==> config.mk <==
export PLATFORM = sky130hd
export DESIGN_NAME = ack_enable_bit_core
export DESIGN_NICKNAME = d
export VERILOG_FILES = /design/src/ack_enable_bit_pkg.sv /design/src/ack_enable_bit_cond_if.sv /design/src/ack_enable_bit_cond_det.sv /design/src/ack_enable_bit_core.sv
export SDC_FILE = /design/constraint.sdc
export NUM_CORES = 1
export LEC_CHECK = 0
export BUFFER_PORTS_ARGS = -buffer_cell sky130_fd_sc_hd__buf_2
export CAP_MARGIN = 20
export CORE_UTILIZATION = 51
export CTS_CLUSTER_SIZE = 40
export DETAILED_ROUTE_END_ITERATION = 10
export PLACE_DENSITY_LB_ADDON = 0.12
export SLEW_MARGIN = 20
export SYNTH_ARGS = -nofsm -noshare
export SYNTH_HDL_FRONTEND = slang
export SYNTH_SLANG_ARGS = --single-unit
==> constraint.sdc <==
create_clock -name MCLK -period 2.1 [get_ports MCLK]
set_input_delay 0.315 -clock MCLK [delete_from_list [all_inputs] [get_ports MCLK]]
set_output_delay 0.315 -clock MCLK [all_outputs]
set_load 0.02 [all_outputs]
==> src/ack_enable_bit_pkg.sv <==
package ack_enable_bit_pkg;
  // status codes
  localparam logic [7:0] ST_NO_INFO      = 8'hF8;
  localparam logic [7:0] ST_BUS_ERROR    = 8'h00;
  localparam logic [7:0] ST_ARB_LOST     = 8'h38;
  localparam logic [7:0] ST_ARB_LOST_SR  = 8'h68;
  localparam logic [7:0] ST_ARB_LOST_ST  = 8'hB0;
  localparam logic [7:0] ST_START_SENT   = 8'h08;
  localparam logic [7:0] ST_RSTART_SENT  = 8'h10;
  // reset values
  localparam logic [7:0] RST_ADDR        = 8'h00;
  // bit counts per frame byte
  localparam logic [3:0] BITS_PER_BYTE   = 4'h8;
  // bus phase
  typedef enum logic [2:0] {
    ACK_ENABLE_BIT_IDLE   = 3'b000,
    ACK_ENABLE_BIT_MADDR  = 3'b001,
    ACK_ENABLE_BIT_MDATA  = 3'b010,
    ACK_ENABLE_BIT_SADDR  = 3'b011,
    ACK_ENABLE_BIT_SDATA  = 3'b100,
    ACK_ENABLE_BIT_NAS    = 3'b101,
    ACK_ENABLE_BIT_WAITFR = 3'b110
  } ack_enable_bit_state_t;
endpackage : ack_enable_bit_pkg

==> src/ack_enable_bit_cond_if.sv <==
`timescale 1ns/100ps
// bus condition events passed from detector to controller
interface ack_enable_bit_cond_if;
  logic start_p;  // start seen
  logic stop_p;   // stop seen
  logic rise_p;   // clock rising edge
  logic fall_p;   // clock falling edge
  logic sda_s;    // synchronised data level
  logic scl_s;    // synchronised clock level
  modport src (output start_p, stop_p, rise_p, fall_p, sda_s, scl_s);
  modport dst (input start_p, stop_p, rise_p, fall_p, sda_s, scl_s);
endinterface : ack_enable_bit_cond_if

==> src/ack_enable_bit_cond_det.sv <==
`timescale 1ns/100ps
// synchronises the two bus lines and reports conditions and clock edges
module ack_enable_bit_cond_det (
  // clock and reset
  input  wire logic MCLK,
  input  wire logic RST,
  // raw bus lines
  input  wire logic sda_in,
  input  wire logic scl_in,
  // events out
  ack_enable_bit_cond_if.src  cond
);
  logic [1:0] sda_sync_q, sda_sync_d;  // two-stage synchroniser
  logic [1:0] scl_sync_q, scl_sync_d;
  logic       sda_old_q, sda_old_d;    // previous settled level
  logic       scl_old_q, scl_old_d;

  // next values
  always_comb begin
    sda_sync_d = {sda_sync_q[0], sda_in};
    scl_sync_d = {scl_sync_q[0], scl_in};
    sda_old_d  = sda_sync_q[1];
    scl_old_d  = scl_sync_q[1];
  end

  // registers, bus idles high
  always_ff @(posedge MCLK or posedge RST) begin
    if (RST) begin
      sda_sync_q <= 2'h3;
      scl_sync_q <= 2'h3;
      sda_old_q  <= 1'b1;
      scl_old_q  <= 1'b1;
    end else begin
      sda_sync_q <= sda_sync_d;
      scl_sync_q <= scl_sync_d;
      sda_old_q  <= sda_old_d;
      scl_old_q  <= scl_old_d;
    end
  end

  // data edge while clock high and steady
  assign cond.start_p = sda_old_q & ~sda_sync_q[1] & scl_sync_q[1] & scl_old_q;
  assign cond.stop_p  = ~sda_old_q & sda_sync_q[1] & scl_sync_q[1] & scl_old_q;
  assign cond.rise_p  = ~scl_old_q & scl_sync_q[1];
  assign cond.fall_p  = scl_old_q & ~scl_sync_q[1];
  assign cond.sda_s   = sda_sync_q[1];
  assign cond.scl_s   = scl_sync_q[1];
endmodule : ack_enable_bit_cond_det

==> src/ack_enable_bit_core.sv <==
`timescale 1ns/100ps
module ack_enable_bit_core (
  // clock and reset
  input  wire logic       MCLK,
  input  wire logic       RST,
  // bus pins
  input  wire logic       SDA_IN,
  output logic            SDA_OUT,
  output logic            SDA_OE,
  input  wire logic       SCL_IN,
  output logic            SCL_OUT,
  output logic            SCL_OE,
  // software control
  input  wire logic       START_REQUEST_FIELD,
  input  wire logic       STOP_REQUEST_SET,
  input  wire logic       FLAG_CLEAR,
  input  wire logic       ACK_ENABLE_BIT,
  input  wire logic [6:0] OWN_ADDRESS,
  input  wire logic       MASTER_BIT_VALID,
  input  wire logic       MASTER_BIT,
  // status
  output logic            TRANSFER_COMPLETE_FLAG,
  output logic            STOP_REQUEST_BIT,
  output logic [7:0]      STATUS_CODE_REGISTER,
  output logic            BUS_OWNED,
  output logic            SLAVE_RECEIVE_MODE,
  output logic            SLAVE_TRANSMIT_MODE
);
  ack_enable_bit_cond_if cond ();  // condition events

  ack_enable_bit_cond_det u_det (
    .MCLK   (MCLK),
    .RST    (RST),
    .sda_in (SDA_IN),
    .scl_in (SCL_IN),
    .cond   (cond)
  );

  ack_enable_bit_pkg::ack_enable_bit_state_t state_q, state_d;  // bus phase
  logic [3:0] bit_q, bit_d;        // bit index inside byte
  logic [7:0] shift_q, shift_d;    // serial shift data register
  logic       flag_q, flag_d;      // transfer complete flag
  logic       sto_q, sto_d;        // stop request bit
  logic [7:0] code_q, code_d;      // raw status code
  logic       sda_oe_q, sda_oe_d;  // pull data low
  logic       own_q, own_d;        // bus owned
  logic       sr_q, sr_d;          // slave receive
  logic       st_q, st_d;          // slave transmit
  logic       busy_q, busy_d;      // bus busy between start and stop
  logic       in_frame;            // inside a byte or ack bit

  // a stop or repeated start legally follows the first clock rise of a byte,
  // so only a condition after two or more rises counts as misplaced
  assign in_frame = (bit_q > 4'h1);

  // next-state logic
  always_comb begin
    state_d  = state_q;
    bit_d    = bit_q;
    shift_d  = shift_q;
    flag_d   = flag_q;
    sto_d    = sto_q | STOP_REQUEST_SET;
    code_d   = code_q;
    sda_oe_d = sda_oe_q;
    own_d    = own_q;
    sr_d     = sr_q;
    st_d     = st_q;
    busy_d   = busy_q;
    // software clear of the flag, a hardware set below wins
    if (FLAG_CLEAR) begin
      flag_d = 1'b0;
      // recovery from bus error
      if (code_q == ack_enable_bit_pkg::ST_BUS_ERROR && (sto_q | STOP_REQUEST_SET)) begin
        state_d  = ack_enable_bit_pkg::ACK_ENABLE_BIT_NAS;
        sto_d    = 1'b0;
        sda_oe_d = 1'b0;
        own_d    = 1'b0;
        sr_d     = 1'b0;
        st_d     = 1'b0;
        bit_d    = 4'h0;
        code_d   = ack_enable_bit_pkg::ST_NO_INFO;
      end
    end
    // conditions on the bus
    if (cond.start_p || cond.stop_p) begin
      busy_d = cond.start_p;
      if (in_frame) begin
        // misplaced condition
        code_d   = ack_enable_bit_pkg::ST_BUS_ERROR;
        flag_d   = 1'b1;
        sda_oe_d = 1'b0;
        bit_d    = 4'h0;
      end else if (cond.start_p) begin
        // own repeated start keeps ownership
        if (own_q) begin
          state_d = ack_enable_bit_pkg::ACK_ENABLE_BIT_MADDR;
          code_d  = ack_enable_bit_pkg::ST_RSTART_SENT;
        end else begin
          state_d = ack_enable_bit_pkg::ACK_ENABLE_BIT_SADDR;
        end
        bit_d = 4'h0;
      end else begin
        // legal stop: bus free, byte count restarts
        own_d   = 1'b0;
        sr_d    = 1'b0;
        st_d    = 1'b0;
        bit_d   = 4'h0;
        state_d = (state_q == ack_enable_bit_pkg::ACK_ENABLE_BIT_WAITFR) ? ack_enable_bit_pkg::ACK_ENABLE_BIT_WAITFR : ack_enable_bit_pkg::ACK_ENABLE_BIT_NAS;
      end
    end else if (cond.rise_p) begin
      shift_d = {shift_q[6:0], cond.sda_s};
      bit_d   = (bit_q == ack_enable_bit_pkg::BITS_PER_BYTE) ? 4'h0 : bit_q + 4'h1;
      // arbitration on address, direction and data bits
      if ((state_q == ack_enable_bit_pkg::ACK_ENABLE_BIT_MADDR || state_q == ack_enable_bit_pkg::ACK_ENABLE_BIT_MDATA)
          && bit_q != ack_enable_bit_pkg::BITS_PER_BYTE && !sda_oe_q && !cond.sda_s) begin
        own_d    = 1'b0;
        flag_d   = 1'b1;
        code_d   = ack_enable_bit_pkg::ST_ARB_LOST;
        if (state_q == ack_enable_bit_pkg::ACK_ENABLE_BIT_MADDR && bit_q < 4'h7) begin
          state_d = ack_enable_bit_pkg::ACK_ENABLE_BIT_SADDR;
        end else begin
          state_d = START_REQUEST_FIELD ? ack_enable_bit_pkg::ACK_ENABLE_BIT_WAITFR : ack_enable_bit_pkg::ACK_ENABLE_BIT_NAS;
        end
      end
      // address byte complete in slave phase
      if (state_q == ack_enable_bit_pkg::ACK_ENABLE_BIT_SADDR && bit_q == 4'h7) begin
        if (ACK_ENABLE_BIT && shift_q[6:0] == OWN_ADDRESS) begin
          sr_d    = ~cond.sda_s;
          st_d    = cond.sda_s;
          state_d = ack_enable_bit_pkg::ACK_ENABLE_BIT_SDATA;
          flag_d  = 1'b1;
          code_d  = cond.sda_s ? ack_enable_bit_pkg::ST_ARB_LOST_ST : ack_enable_bit_pkg::ST_ARB_LOST_SR;
        end else begin
          state_d = START_REQUEST_FIELD ? ack_enable_bit_pkg::ACK_ENABLE_BIT_WAITFR : ack_enable_bit_pkg::ACK_ENABLE_BIT_NAS;
        end
      end
    end else if (cond.fall_p) begin
      // master drives its next bit; identical ones never collide
      if ((state_q == ack_enable_bit_pkg::ACK_ENABLE_BIT_MADDR || state_q == ack_enable_bit_pkg::ACK_ENABLE_BIT_MDATA) && MASTER_BIT_VALID) begin
        sda_oe_d = ~MASTER_BIT;
      end else begin
        sda_oe_d = 1'b0;
      end
    end
    // wait for a free bus then begin as master
    if (state_q == ack_enable_bit_pkg::ACK_ENABLE_BIT_WAITFR && !busy_q && !cond.start_p && cond.scl_s && cond.sda_s) begin
      state_d  = ack_enable_bit_pkg::ACK_ENABLE_BIT_MADDR;
      own_d    = 1'b1;
      sda_oe_d = 1'b1;
      busy_d   = 1'b1;
      code_d   = ack_enable_bit_pkg::ST_START_SENT;
    end
    // mastership asked from idle or unaddressed slave; a pending retry is dropped when withdrawn
    if ((state_q == ack_enable_bit_pkg::ACK_ENABLE_BIT_IDLE || state_q == ack_enable_bit_pkg::ACK_ENABLE_BIT_NAS) && START_REQUEST_FIELD
        && !cond.start_p) begin
      state_d = ack_enable_bit_pkg::ACK_ENABLE_BIT_WAITFR;
    end else if (state_q == ack_enable_bit_pkg::ACK_ENABLE_BIT_WAITFR && !START_REQUEST_FIELD) begin
      state_d = ack_enable_bit_pkg::ACK_ENABLE_BIT_NAS;
    end
  end

  // state registers
  always_ff @(posedge MCLK or posedge RST) begin
    if (RST) begin
      state_q  <= ack_enable_bit_pkg::ACK_ENABLE_BIT_IDLE;
      bit_q    <= 4'h0;
      shift_q  <= ack_enable_bit_pkg::RST_ADDR;
      flag_q   <= 1'b0;
      sto_q    <= 1'b0;
      code_q   <= ack_enable_bit_pkg::ST_NO_INFO;
      sda_oe_q <= 1'b0;
      own_q    <= 1'b0;
      sr_q     <= 1'b0;
      st_q     <= 1'b0;
      busy_q   <= 1'b0;
    end else begin
      state_q  <= state_d;
      bit_q    <= bit_d;
      shift_q  <= shift_d;
      flag_q   <= flag_d;
      sto_q    <= sto_d;
      code_q   <= code_d;
      sda_oe_q <= sda_oe_d;
      own_q    <= own_d;
      sr_q     <= sr_d;
      st_q     <= st_d;
      busy_q   <= busy_d;
    end
  end

  // status register shows F8 whenever the flag is clear
  logic [7:0] status_q;
  always_ff @(posedge MCLK or posedge RST) begin
    if (RST) begin
      status_q <= ack_enable_bit_pkg::ST_NO_INFO;
    end else begin
      status_q <= flag_d ? code_d : ack_enable_bit_pkg::ST_NO_INFO;
    end
  end

  // outputs straight from flip-flops, except SDA_OUT, SCL_OUT and SCL_OE tied low
  assign SDA_OUT                = 1'b0;
  assign SDA_OE                 = sda_oe_q;
  assign SCL_OUT                = 1'b0;
  assign SCL_OE                 = 1'b0;
  assign TRANSFER_COMPLETE_FLAG = flag_q;
  assign STOP_REQUEST_BIT       = sto_q;
  assign STATUS_CODE_REGISTER   = status_q;
  assign BUS_OWNED              = own_q;
  assign SLAVE_RECEIVE_MODE     = sr_q;
  assign SLAVE_TRANSMIT_MODE    = st_q;
endmodule : ack_enable_bit_core

==> results.sh, run 1 <==
export IMPL_clkTransAtPathRegs_ps=80
export IMPL_grt_pass1_wl_um=7783
export IMPL_avgRoutedWirePerCell_um=15.53
export IMPL_grt_ovfl_total=0
export IMPL_reg2regPathDepth=5
export IMPL_final_cells=309
export IMPL_dp_slack_ps=22.90
export IMPL_die_w_um=67.39
export IMPL_cts_made_buffers=5
export IMPL_critPathArrivalTime_ps=2170
export IMPL_mostFrequentLayoutCells="buf_2 (30), nand2_1 (29), dfrtp_1 (27)"
export IMPL_synth_largest_area_cell="dfrtp_1"
export IMPL_core_um2=4058
export IMPL_clock_sinks=43
export IMPL_synth_edff_count=0
export IMPL_insertion_delay_ps=300
export IMPL_intPower_w=0.001867
export IMPL_fin_crit_ps=1992
export IMPL_dp_final_hpwl_um=3393
export IMPL_tightest_slew_ps=536.7
export IMPL_finalWorstSetupSlack_ps=108.0
export IMPL_total_leakage_power_nw=1.181
export IMPL_synth_ff_type="dfrtp_1"
export IMPL_netlist_instances=216
export IMPL_ys_top_cells_by_area="dfrtp_1 (31%), dfstp_2 (19%), nand2_1 (5.2%)"
export IMPL_io_buffers=30
export IMPL_start_util=0.5375
export IMPL_p_sw_w=0.0009932
export IMPL_yosysTopAreaCellShare=0.3098
export IMPL_relSlewSlack=0.6395
export IMPL_finalHoldViolCount=0
export IMPL_tritoncts="yes"
export IMPL_r2r_setup_slack_ps=110
export IMPL_slowest_stage="dfstp_2"
export IMPL_drive_above_1_share=0.3282
export IMPL_clk_path_buf_depth=2
export IMPL_track_usage=0.2333
export IMPL_synthArstFlopShare=1.000
export IMPL_whs_endpoint="u_det.scl_sync_q[0]$_DFF_PP1_"
export IMPL_min_from="SCL_IN"
export IMPL_hp_class="input port to flip-flop"
export IMPL_layout_commonest_cell="buf_2"
export IMPL_ys_seq_elements=43
export IMPL_placed_cell_area_um2=2439
export IMPL_cp_end_kind="flip-flop"
export IMPL_crit_path_start_kind="flip-flop"
export IMPL_boundaryPins=34
export IMPL_wl_um=4799
export IMPL_ys_seq_area_frac=0.5026
export IMPL_grt_pass1_vias=1625
export IMPL_gp_congestion=0.9450
export IMPL_rr_endpoint="state_q[1]$_DFF_PP0_"
export IMPL_p_comb_frac=0.339
export IMPL_stdcell_area_um2=2592
export IMPL_power_share_clock=0.227
export IMPL_outcome="complete, no violations"
export IMPL_vias_per_cell=5.728
export IMPL_max_stage_delay_ps=620
export IMPL_layout_nets=278
export IMPL_syn2layout_area_growth_pct=18.88
export IMPL_finalClockSkew_ps=8.507
export IMPL_fin_crit_sh=0.9486
export IMPL_critPathRequiredTime_ps=2280
export IMPL_critical_path_class="flip-flop to flip-flop"
export IMPL_total_power_w=0.002860
export IMPL_swShare=0.3473
export IMPL_finalSetupViolCount=0
export IMPL_drv_cap=0
export IMPL_clock_fmax_mhz=502.0
export IMPL_place_inst=301
export IMPL_reg2reg_from="u_det.scl_sync_q[1]$_DFF_PP1_"
export IMPL_drc=0
export IMPL_crit_fanout=10
export IMPL_h_tree_depth=2
export IMPL_avgSynthCellArea_um2=10.10
export IMPL_yosysUniqueCellTypes=55
export IMPL_fin_setup_tns_ps=0
export IMPL_antenna_found_initial=0
export IMPL_ir_drop_uv=510.0
export IMPL_final_max_slew_viol_count=0
export IMPL_num_antenna_cells=0
export IMPL_cts_setup_buffers=0
export IMPL_num_rows=23
export IMPL_crit_chain="nand2_1 -> or4b_1 -> a211oi_1 -> o31ai_1 -> o311a_1"
export IMPL_first_pass_iters=4
export IMPL_antenna_left=0
export IMPL_die_area_um2=4541
export IMPL_drt_initial_drc_count=98
export IMPL_holdPathStages=1
export IMPL_syn_area_um2=2181
export IMPL_yosysWarnings=0
export IMPL_cts_root_buf="clkbuf_8"
export IMPL_grt_max_degree=44
export IMPL_dieHeight_um=67.39
export IMPL_p_per_area_nw_per_um2=1103
export IMPL_rsz0062_at_grt="false"
export IMPL_sequentialPowerShare=0.434
export IMPL_vias=1770
critical path: cells and delay by family, from the launching register on:
| kind | cells | cell delay [ps] |
|---|---|---|
| AOI/OAI and AO/OA | 3 | 530 |
| DFF | 1 | 620 |
| and+or+nand+nor | 2 | 740 |
per-stage QoR:
step           utilization  hold WS, ps
6_report            0.6389        105.7
3_5_place_dp        0.6010        348.8
4_1_cts             0.6287        99.49
3_3_place_gp        0.6010        345.8
2_1_floorplan            -        319.5
5_1_grt             0.6389        90.09
layer usage:
metal | share of wire | up-vias | global-route usage
li1 | - | 856 | -
met1 | 0.46 | 839 | 0.3134
met2 | 0.46 | 66 | 0.3638
met3 | 0.062 | 9 | 0.05574
met4 | 0.015 | 0 | 0.08511
met5 | 0 | - | 0
cell type report:
cell class,instances,area (µm²)
fillers,340,1465
flip-flops and latches,43,1096
multi-input cells,163,1074
repair buffers,41,232.7
clock buffers,5,68.82
well taps,50,62.56
clock inverters,3,43.79
inverters,4,15.01
flip-flops by register name, summed over array words and instances, names as in the netlist:
signal,cells
u_det.sda_sync_q,2
u_det.scl_old_q,1
SDA_OE,1
BUS_OWNED,1
busy_q,1
state_q,3
u_det.scl_sync_q,2
u_det.sda_old_q,1
SLAVE_TRANSMIT_MODE,1
STATUS_CODE_REGISTER,8
shift_q,7
TRANSFER_COMPLETE_FLAG,1
bit_q,4
SLAVE_RECEIVE_MODE,1
code_q,8
STOP_REQUEST_BIT,1
power by group through the flow:
| stage | Combinational (W) | Sequential (W) | Clock [W] |
|---|---|---|---|
| finish | 0.000970 | 0.00124 | 0.000648 |
| global route | 0.00107 | 0.00127 | 0.000695 |
| CTS | 0.000921 | 0.00124 | 0.000657 |
| detailed placement | 0.000913 | 0.00125 | 0 |
| global placement | 0.000896 | 0.00124 | 0 |
| floorplan | 0.000619 | 0.00127 | 0 |
cells in the mapped netlist (4+ instances only):
cell type / number
a21oi_1: 6
and3_1: 7
dfrtp_1: 27
dfstp_2: 16
inv_1: 4
nand2_1: 30
nand2b_1: 4
nand3_1: 8
nor2_1: 18
nor3_1: 5
o211ai_1: 6
o21ai_0: 9
xnor2_1: 9
how the worst max path moves through the flow:
stage                                              to  depth (start not counted)  slack (ps)                     startpoint
floorplan           STATUS_CODE_REGISTER[0]$_DFF_PP0_                          8         220           bit_q[0]$_DFFE_PP0P_
global placement    STATUS_CODE_REGISTER[0]$_DFF_PP0_                          7         130           bit_q[0]$_DFFE_PP0P_
detailed placement  STATUS_CODE_REGISTER[1]$_DFF_PP0_                          7          20           bit_q[0]$_DFFE_PP0P_
CTS                 STATUS_CODE_REGISTER[1]$_DFF_PP0_                          7          10           bit_q[0]$_DFFE_PP0P_
global route                     state_q[1]$_DFF_PP0_                          5         0.3  u_det.scl_sync_q[1]$_DFF_PP1_
finish                           state_q[1]$_DFF_PP0_                          5         110  u_det.scl_sync_q[1]$_DFF_PP1_
cell families (layout without fill, tap and decap cells):
logic type	count (synthesis)	after routing	share of synthesized area
DFF	43	43	0.5026
buffers and inverters	12	53	0.02754
AOI/OAI and AO/OA	42	42	0.1354
adders and majority gates	3	3	0.01721
xor gates and xnor gates	10	10	0.04016
muxes	1	1	0.005163
other	1	3	0.001720
and+or+nand+nor	104	104	0.2702
repair_timing:
item,CTS,global route
gates resized for setup,0,9
hold buffers,0,0
setup endpoints to repair,0,13
Power figures use the tool's default switching activity.
==> run 2, diff against run 1 <==
Settings changed: BUFFER_PORTS_ARGS -buffer_cell sky130_fd_sc_hd__buf_2 to -buffer_cell sky130_fd_sc_hd__buf_4, SETUP_SLACK_MARGIN set to 0.5.
==> run 2 against run 1 <==
  * Total power up 17%
  * Critical path type unchanged
  * Critical path depth up 2
  * Critical endpoint unchanged
  * Non-clock buffer count up 23
  * Sequential cell count unchanged
==> results.sh, run 2 (synthesis gave the netlist of run 1 again) <==
export IMPL_fill_cells=272
export IMPL_rsz0062_at_grt="true"
export IMPL_total_leakage_power_nw=1.362
export IMPL_drt_initial_drc_count=244
export IMPL_min_from="SCL_IN"
export IMPL_finalClockSkew_ps=7.576
export IMPL_clock_sinks=43
export IMPL_placed_cell_area_um2=2566
export IMPL_grt_pass1_wl_um=8852
export IMPL_finalSetupViolCount=0
export IMPL_vias=1969
export IMPL_whs_endpoint="u_det.scl_sync_q[0]$_DFF_PP1_"
export IMPL_r2r_setup_slack_ps=210
export IMPL_critical_path_class="flip-flop to flip-flop"
export IMPL_tightest_slew_ps=521.4
export IMPL_num_antenna_cells=0
export IMPL_num_rows=23
export IMPL_finalHoldViolCount=0
export IMPL_drc=0
export IMPL_cts_hold_buffers=0
export IMPL_seq_area_um2=1100
export IMPL_die_w_um=67.39
export IMPL_holdPathStages=1
export IMPL_layout_commonest_cell="buf_4"
export IMPL_cp_end_kind="flip-flop"
export IMPL_grt_max_degree=44
export IMPL_boundaryPins=34
export IMPL_crit_fanout=4
export IMPL_mostFrequentLayoutCells="buf_4 (61), nand2_1 (28), dfrtp_1 (24)"
export IMPL_drv_cap=0
export IMPL_final_max_slew_viol_count=0
export IMPL_fin_crit_sh=0.9022
export IMPL_dp_final_hpwl_um=3558
export IMPL_insertion_delay_ps=300
export IMPL_stdcell_area_um2=3059
export IMPL_vias_per_cell=5.913
export IMPL_avgRoutedWirePerCell_um=17.87
export IMPL_die_area_um2=4541
export IMPL_ir_drop_uv=564.0
export IMPL_core_um2=4058
export IMPL_hp_class="input port to flip-flop"
export IMPL_reg2reg_from="bit_q[1]$_DFFE_PP0P_"
export IMPL_clk_path_buf_depth=2
export IMPL_slowest_stage="dfrtp_1"
export IMPL_p_per_area_nw_per_um2=1091
export IMPL_track_usage=0.2697
export IMPL_cts_made_buffers=5
export IMPL_start_util=0.5375
export IMPL_clock_fmax_mhz=527.8
export IMPL_crit_chain="inv_2 -> ha_4 -> and3b_1 -> buf_4 -> nor3_1 -> a31oi_1 -> o311a_1"
export IMPL_multi_input_area_um2=1257
export IMPL_relSlewSlack=0.6511
export IMPL_max_stage_delay_ps=410
export IMPL_fin_setup_tns_ps=0
export IMPL_syn2layout_area_growth_pct=40.28
export IMPL_critPathRequiredTime_ps=2290
export IMPL_io_buffers=30
export IMPL_cts_root_buf="clkbuf_8"
export IMPL_crit_path_start_kind="flip-flop"
export IMPL_rr_endpoint="state_q[1]$_DFF_PP0_"
export IMPL_layout_nets=302
export IMPL_outcome="complete, no violations"
export IMPL_critPathArrivalTime_ps=2080
export IMPL_grt_pass1_vias=1834
export IMPL_drive_above_1_share=0.4841
export IMPL_gp_congestion=0.8876
export IMPL_fin_crit_ps=1895
export IMPL_reg2regPathDepth=7
export IMPL_tritoncts="yes"
export IMPL_wl_um=5950
export IMPL_first_pass_iters=5
export IMPL_clkTransAtPathRegs_ps=80
export IMPL_h_tree_depth=2
export IMPL_antenna_left=0
export IMPL_antenna_found_initial=0
export IMPL_grt_ovfl_total=0
export IMPL_dieHeight_um=67.39
-- run 2: changes by cell type in the layout (fill, tap and decap cells not counted), moves of 3 or more --
cell     previous run  this run
nand3_2             1         4
dfrtp_2             0         3
nor2_1             18        15
nand3_1             8         5
nor2_2              0         3
buf_4              11        61
buf_2              30         0
o21ai_0             9         5
o21ai_1             0         3
buf_6               0         3
dfrtp_1            27        24
-- run 2: where the power goes --
group	internal (W)	switching (W)
Clock	0.000475	0.000291
Sequential	0.00107	0.000183
Combinational	0.000643	0.000674
-- run 2: worst max path at each step --
| stage | slack [ps] | cells past startpoint | startpoint | to |
|---|---|---|---|---|
| 6_report | 210 | 7 | bit_q[1]$_DFFE_PP0P_ | state_q[1]$_DFF_PP0_ |
| 5_1_grt | 180 | 7 | bit_q[1]$_DFFE_PP0P_ | STATUS_CODE_REGISTER[1]$_DFF_PP0_ |
| 2_1_floorplan | 320 | 8 | bit_q[0]$_DFFE_PP0P_ | state_q[1]$_DFF_PP0_ |
| 3_5_place_dp | 120 | 7 | bit_q[0]$_DFFE_PP0P_ | STATUS_CODE_REGISTER[1]$_DFF_PP0_ |
| 4_1_cts | 270 | 7 | bit_q[0]$_DFFE_PP0P_ | STATUS_CODE_REGISTER[1]$_DFF_PP0_ |
| 3_3_place_gp | 200 | 7 | bit_q[0]$_DFFE_PP0P_ | state_q[1]$_DFF_PP0_ |
-- run 2: stage by stage --
stage               hold slack (ps)    util  setup slack, ps  cells  power, W
floorplan                     319.5       -            317.8    218  0.001951
global placement              349.2  0.6324            197.6    298  0.002210
detailed placement            350.3  0.6324            123.8    298  0.002235
CTS                           114.1  0.7179            273.3    327  0.003122
global route                  112.5  0.7539            183.4    333  0.003520
finish                        120.7  0.7539            205.5    333  0.003338
-- run 2: routing by layer --
layer  vias to the layer above  GRT usage  part of all wire
li1                        903          -                 -
met1                       949     0.3415              0.40
met2                        92     0.4475              0.50
met3                        25    0.06419             0.068
met4                         0    0.09309             0.035
met5                         -          0                 0
-- run 2: area by class of cell --
cell class,instances,share of cell area
clock buffer,6,0.02372
clock inverter,2,0.01963
inverter,4,0.004908
multi-input combinational,164,0.4110
sequential,43,0.3595
tap,50,0.02045
timing repair buffer,64,0.1607
-- run 2: what timing repair did --
action                     4_1_cts  5_1_grt
pin swaps                        7        6
gates cloned                     1        0
setup endpoints to repair       28       28
resized for setup               14       24
setup buffers                   20        6
-- run 2: critical path, delay by kind of cell, from the launching register on --
family	cells	cell delay [ps]
simple gates	2	450
compound gates	2	520
fa+ha+maj	1	170
flops	1	410
buf+inv	2	220
==> run 3, diff against run 2 <==
Settings changed: SYNTH_HIERARCHICAL set to 1.
==> run 3 against run 2 <==
  * Clock power is 31% lower
  * Critical path depth is 1 higher
  * Largest power group unchanged
  * Largest cell class unchanged
  * First-iteration DRC count is 51% lower
  * Wire length is 3.6% higher
  * The flow now finishes with violations (setup timing)
==> results.sh, run 3 <==
export IMPL_synthMuxAreaShare=0
export IMPL_synth_most_common_cell="nand2_1"
export IMPL_reg2regPathDepth=8
export IMPL_drive_above_1_share=0.4826
export IMPL_cp_end_kind="flip-flop"
export IMPL_vias_per_cell=5.736
export IMPL_vias=2105
export IMPL_wl_um=6166
export IMPL_synth_top_family_by_area="simple AND/OR/NAND/NOR gates"
export IMPL_fin_crit_ps=2156
export IMPL_dieHeight_um=68.66
export IMPL_total_power_w=0.003176
export IMPL_finalClockSkew_ps=10.90
export IMPL_yosysWarnings=6
export IMPL_violations="setup timing"
export IMPL_drc=0
export IMPL_cts_made_buffers=5
export IMPL_clk_path_buf_depth=2
export IMPL_drt_initial_drc_count=119
export IMPL_tritoncts="yes"
export IMPL_drt_met1_wl_um=2611
export IMPL_track_usage=0.2767
export IMPL_syn_area_um2=2266
export IMPL_antenna_found_initial=0
export IMPL_place_inst=345
export IMPL_io_buffers=30
export IMPL_grt_pass1_vias=1997
export IMPL_cts_root_buf="clkbuf_8"
export IMPL_crit_family="flip-flops"
export IMPL_avgSynthCellArea_um2=9.402
export IMPL_num_rows=23
export IMPL_ys_seq_area_frac=0.4837
export IMPL_cp_depth=8
export IMPL_synth_largest_area_cell="dfrtp_1"
export IMPL_max_stage_delay_ps=550
export IMPL_synth_ff_type="dfrtp_1"
export IMPL_avgRoutedWirePerCell_um=16.80
export IMPL_crit_path_frequent_cell="buf_4"
export IMPL_mostFrequentLayoutCells="buf_4 (71), nand2_1 (33), dfrtp_1 (26)"
export IMPL_gp_congestion=0.9176
export IMPL_path_buf_inv=3
export IMPL_finalSetupViolCount=10
export IMPL_rsz0062_at_grt="true"
export IMPL_critPathRequiredTime_ps=2330
export IMPL_ys_top_cells_by_area="dfrtp_1 (30%), dfstp_2 (19%), nand2_1 (6.1%)"
export IMPL_dr_wl_met3_um=416
export IMPL_placed_cell_area_um2=2804
export IMPL_syn2layout_area_growth_pct=43.68
export IMPL_antenna_left=0
export IMPL_die_area_um2=4714
export IMPL_slowest_stage="dfstp_2"
export IMPL_boundaryPins=34
export IMPL_synthAdderAreaFrac=0.01657
export IMPL_layout_commonest_cell="buf_4"
export IMPL_critical_path_class="flip-flop to flip-flop"
export IMPL_ir_drop_uv=546.9
export IMPL_outcome="complete, but fails checks"
export IMPL_first_pass_iters=4
export IMPL_synthArstFlopShare=1.000
export IMPL_synth_simple_gate_area_share=0.2684
export IMPL_p_per_area_nw_per_um2=975.4
export IMPL_final_max_slew_viol_count=0
export IMPL_whs_ps=121.4
export IMPL_synthTopCellsByCount="nand2_1 (37), dfrtp_1 (27), nor2_1 (22)"
export IMPL_highest_layer="met4"
export IMPL_finalWorstSetupSlack_ps=-56.25
export IMPL_crit_path_start_kind="flip-flop"
export IMPL_synth_xor_area_share=0.03479
export IMPL_clock_fmax_mhz=463.8
export IMPL_insertion_delay_ps=300
export IMPL_final_cells=367
export IMPL_clock_sinks=43
export IMPL_synth_edff_count=0
export IMPL_grt_ovfl_total=0
export IMPL_grt_max_degree=38
export IMPL_ys_seq_elements=43
export IMPL_yosysUniqueCellTypes=52
export IMPL_crit_fanout=9
export IMPL_wl_met2_um=3028
export IMPL_synth_compound_area_share=0.1463
export IMPL_layout_nets=336
export IMPL_fin_crit_sh=1.027
export IMPL_num_antenna_cells=0
export IMPL_finalHoldViolCount=0
export IMPL_total_leakage_power_nw=1.441
export IMPL_yosysTopAreaCellShare=0.2982
export IMPL_core_um2=4144
export IMPL_crit_chain="and4b_1 -> buf_4 -> buf_4 -> and2_1 -> o32a_1 -> o31a_4 -> buf_4 -> nor2b_1"
export IMPL_grt_pass1_wl_um=9356
export IMPL_stdcell_area_um2=3256
export IMPL_dp_final_hpwl_um=3911
export IMPL_netlist_instances=241
export IMPL_h_tree_depth=2
export IMPL_critPathArrivalTime_ps=2380
export IMPL_drv_cap=0
export IMPL_die_w_um=68.66
export IMPL_clkTransAtPathRegs_ps=90
export IMPL_start_util=0.5468
export IMPL_fin_setup_tns_ps=-336.0
export IMPL_hp_class="input port to asynchronous set/reset pin"
-- run 3: cell types whose count changed in the layout (fill, tap and decap cells not counted), moves of 4 or more --
cell	change
buf_4	+10
buf_6	+7
inv_1	+7
a21oi_2	+5
nand2_1	+5
and3_1	-4
nand3_1	-4
o211ai_1	-4
-- run 3: final cells by class --
class	count	area, µm²
Tap cell	50	62.56
Timing Repair Buffer	81	645.6
Inverter	9	33.78
Multi-Input combinational cell	176	1331
Fill cell	259	888.4
Sequential cell	43	1097
Clock buffer	6	72.57
Clock inverter	2	12.51
-- run 3: path summary, 6_finish.rpt --
| path | start | end | slack, ps |
|---|---|---|---|
| worst max-delay path | u_det/sda_sync_q[1]$_DFF_PP1_ | code_q[0]$_DFF_PP0_ | -60 |
| worst min-delay path | RST | bit_q[1]$_DFFE_PP0P_ | 120 |
| worst max register to register | u_det/sda_sync_q[1]$_DFF_PP1_ | code_q[0]$_DFF_PP0_ | -60 |
| worst min register to register | u_det/scl_sync_q[0]$_DFF_PP1_ | u_det/scl_sync_q[1]$_DFF_PP1_ | 360 |
| max in group asynchronous | RST | STATUS_CODE_REGISTER[6]$_DFF_PP1_ | 1610 |
| min in group MCLK | SCL_IN | u_det/scl_sync_q[0]$_DFF_PP1_ | 120 |
-- run 3: timing repair --
action	4_1_cts	5_1_grt
hold buffers	0	0
buffers inserted	9	4
pin swaps	25	15
endpoints found under the setup margin	35	35
cloned	1	0
gates resized for setup	35	26
-- run 3: metrics by stage --
| step | setup WS [ps] | util |
|---|---|---|
| 6_report | -56.25 | 0.7856 |
| 2_1_floorplan | -24.90 | - |
| 3_5_place_dp | -84.60 | 0.6766 |
| 5_1_grt | -126.1 | 0.7856 |
| 3_3_place_gp | -46.10 | 0.6766 |
| 4_1_cts | -70.33 | 0.7470 |
-- run 3: cell families (layout without fill, tap and decap cells) --
kind of cell / count (synthesis) / in the layout
buffers and inverters: 24 / 98
XOR/XNOR: 9 / 9
flip-flops: 43 / 43
AND/OR/NAND/NOR: 113 / 113
other: 1 / 3
adder cells (fa/ha/maj): 3 / 3
AO/OA/AOI/OAI: 48 / 48
-- run 3: tightest hold or removal path, delay by kind of cell --
kind	cells	cell delay, ps
buffers and inverters	3	560
-- run 3: per-layer routing --
| layer | vias up | global-route usage |
|---|---|---|
| li1 | 988 | - |
| met4 | 0 | 0.1068 |
| met5 | - | 0 |
| met1 | 1024 | 0.3473 |
| met2 | 82 | 0.4632 |
| met3 | 11 | 0.05921 |
-- run 3: power breakdown --
group | switching [W] | leakage [nW] | total [W] | internal [W]
Combinational | 0.000708 | 0.881 | 0.00139 | 0.000682
Clock | 0.000298 | 0.0412 | 0.000531 | 0.000233
Sequential | 0.000184 | 0.518 | 0.00125 | 0.00107
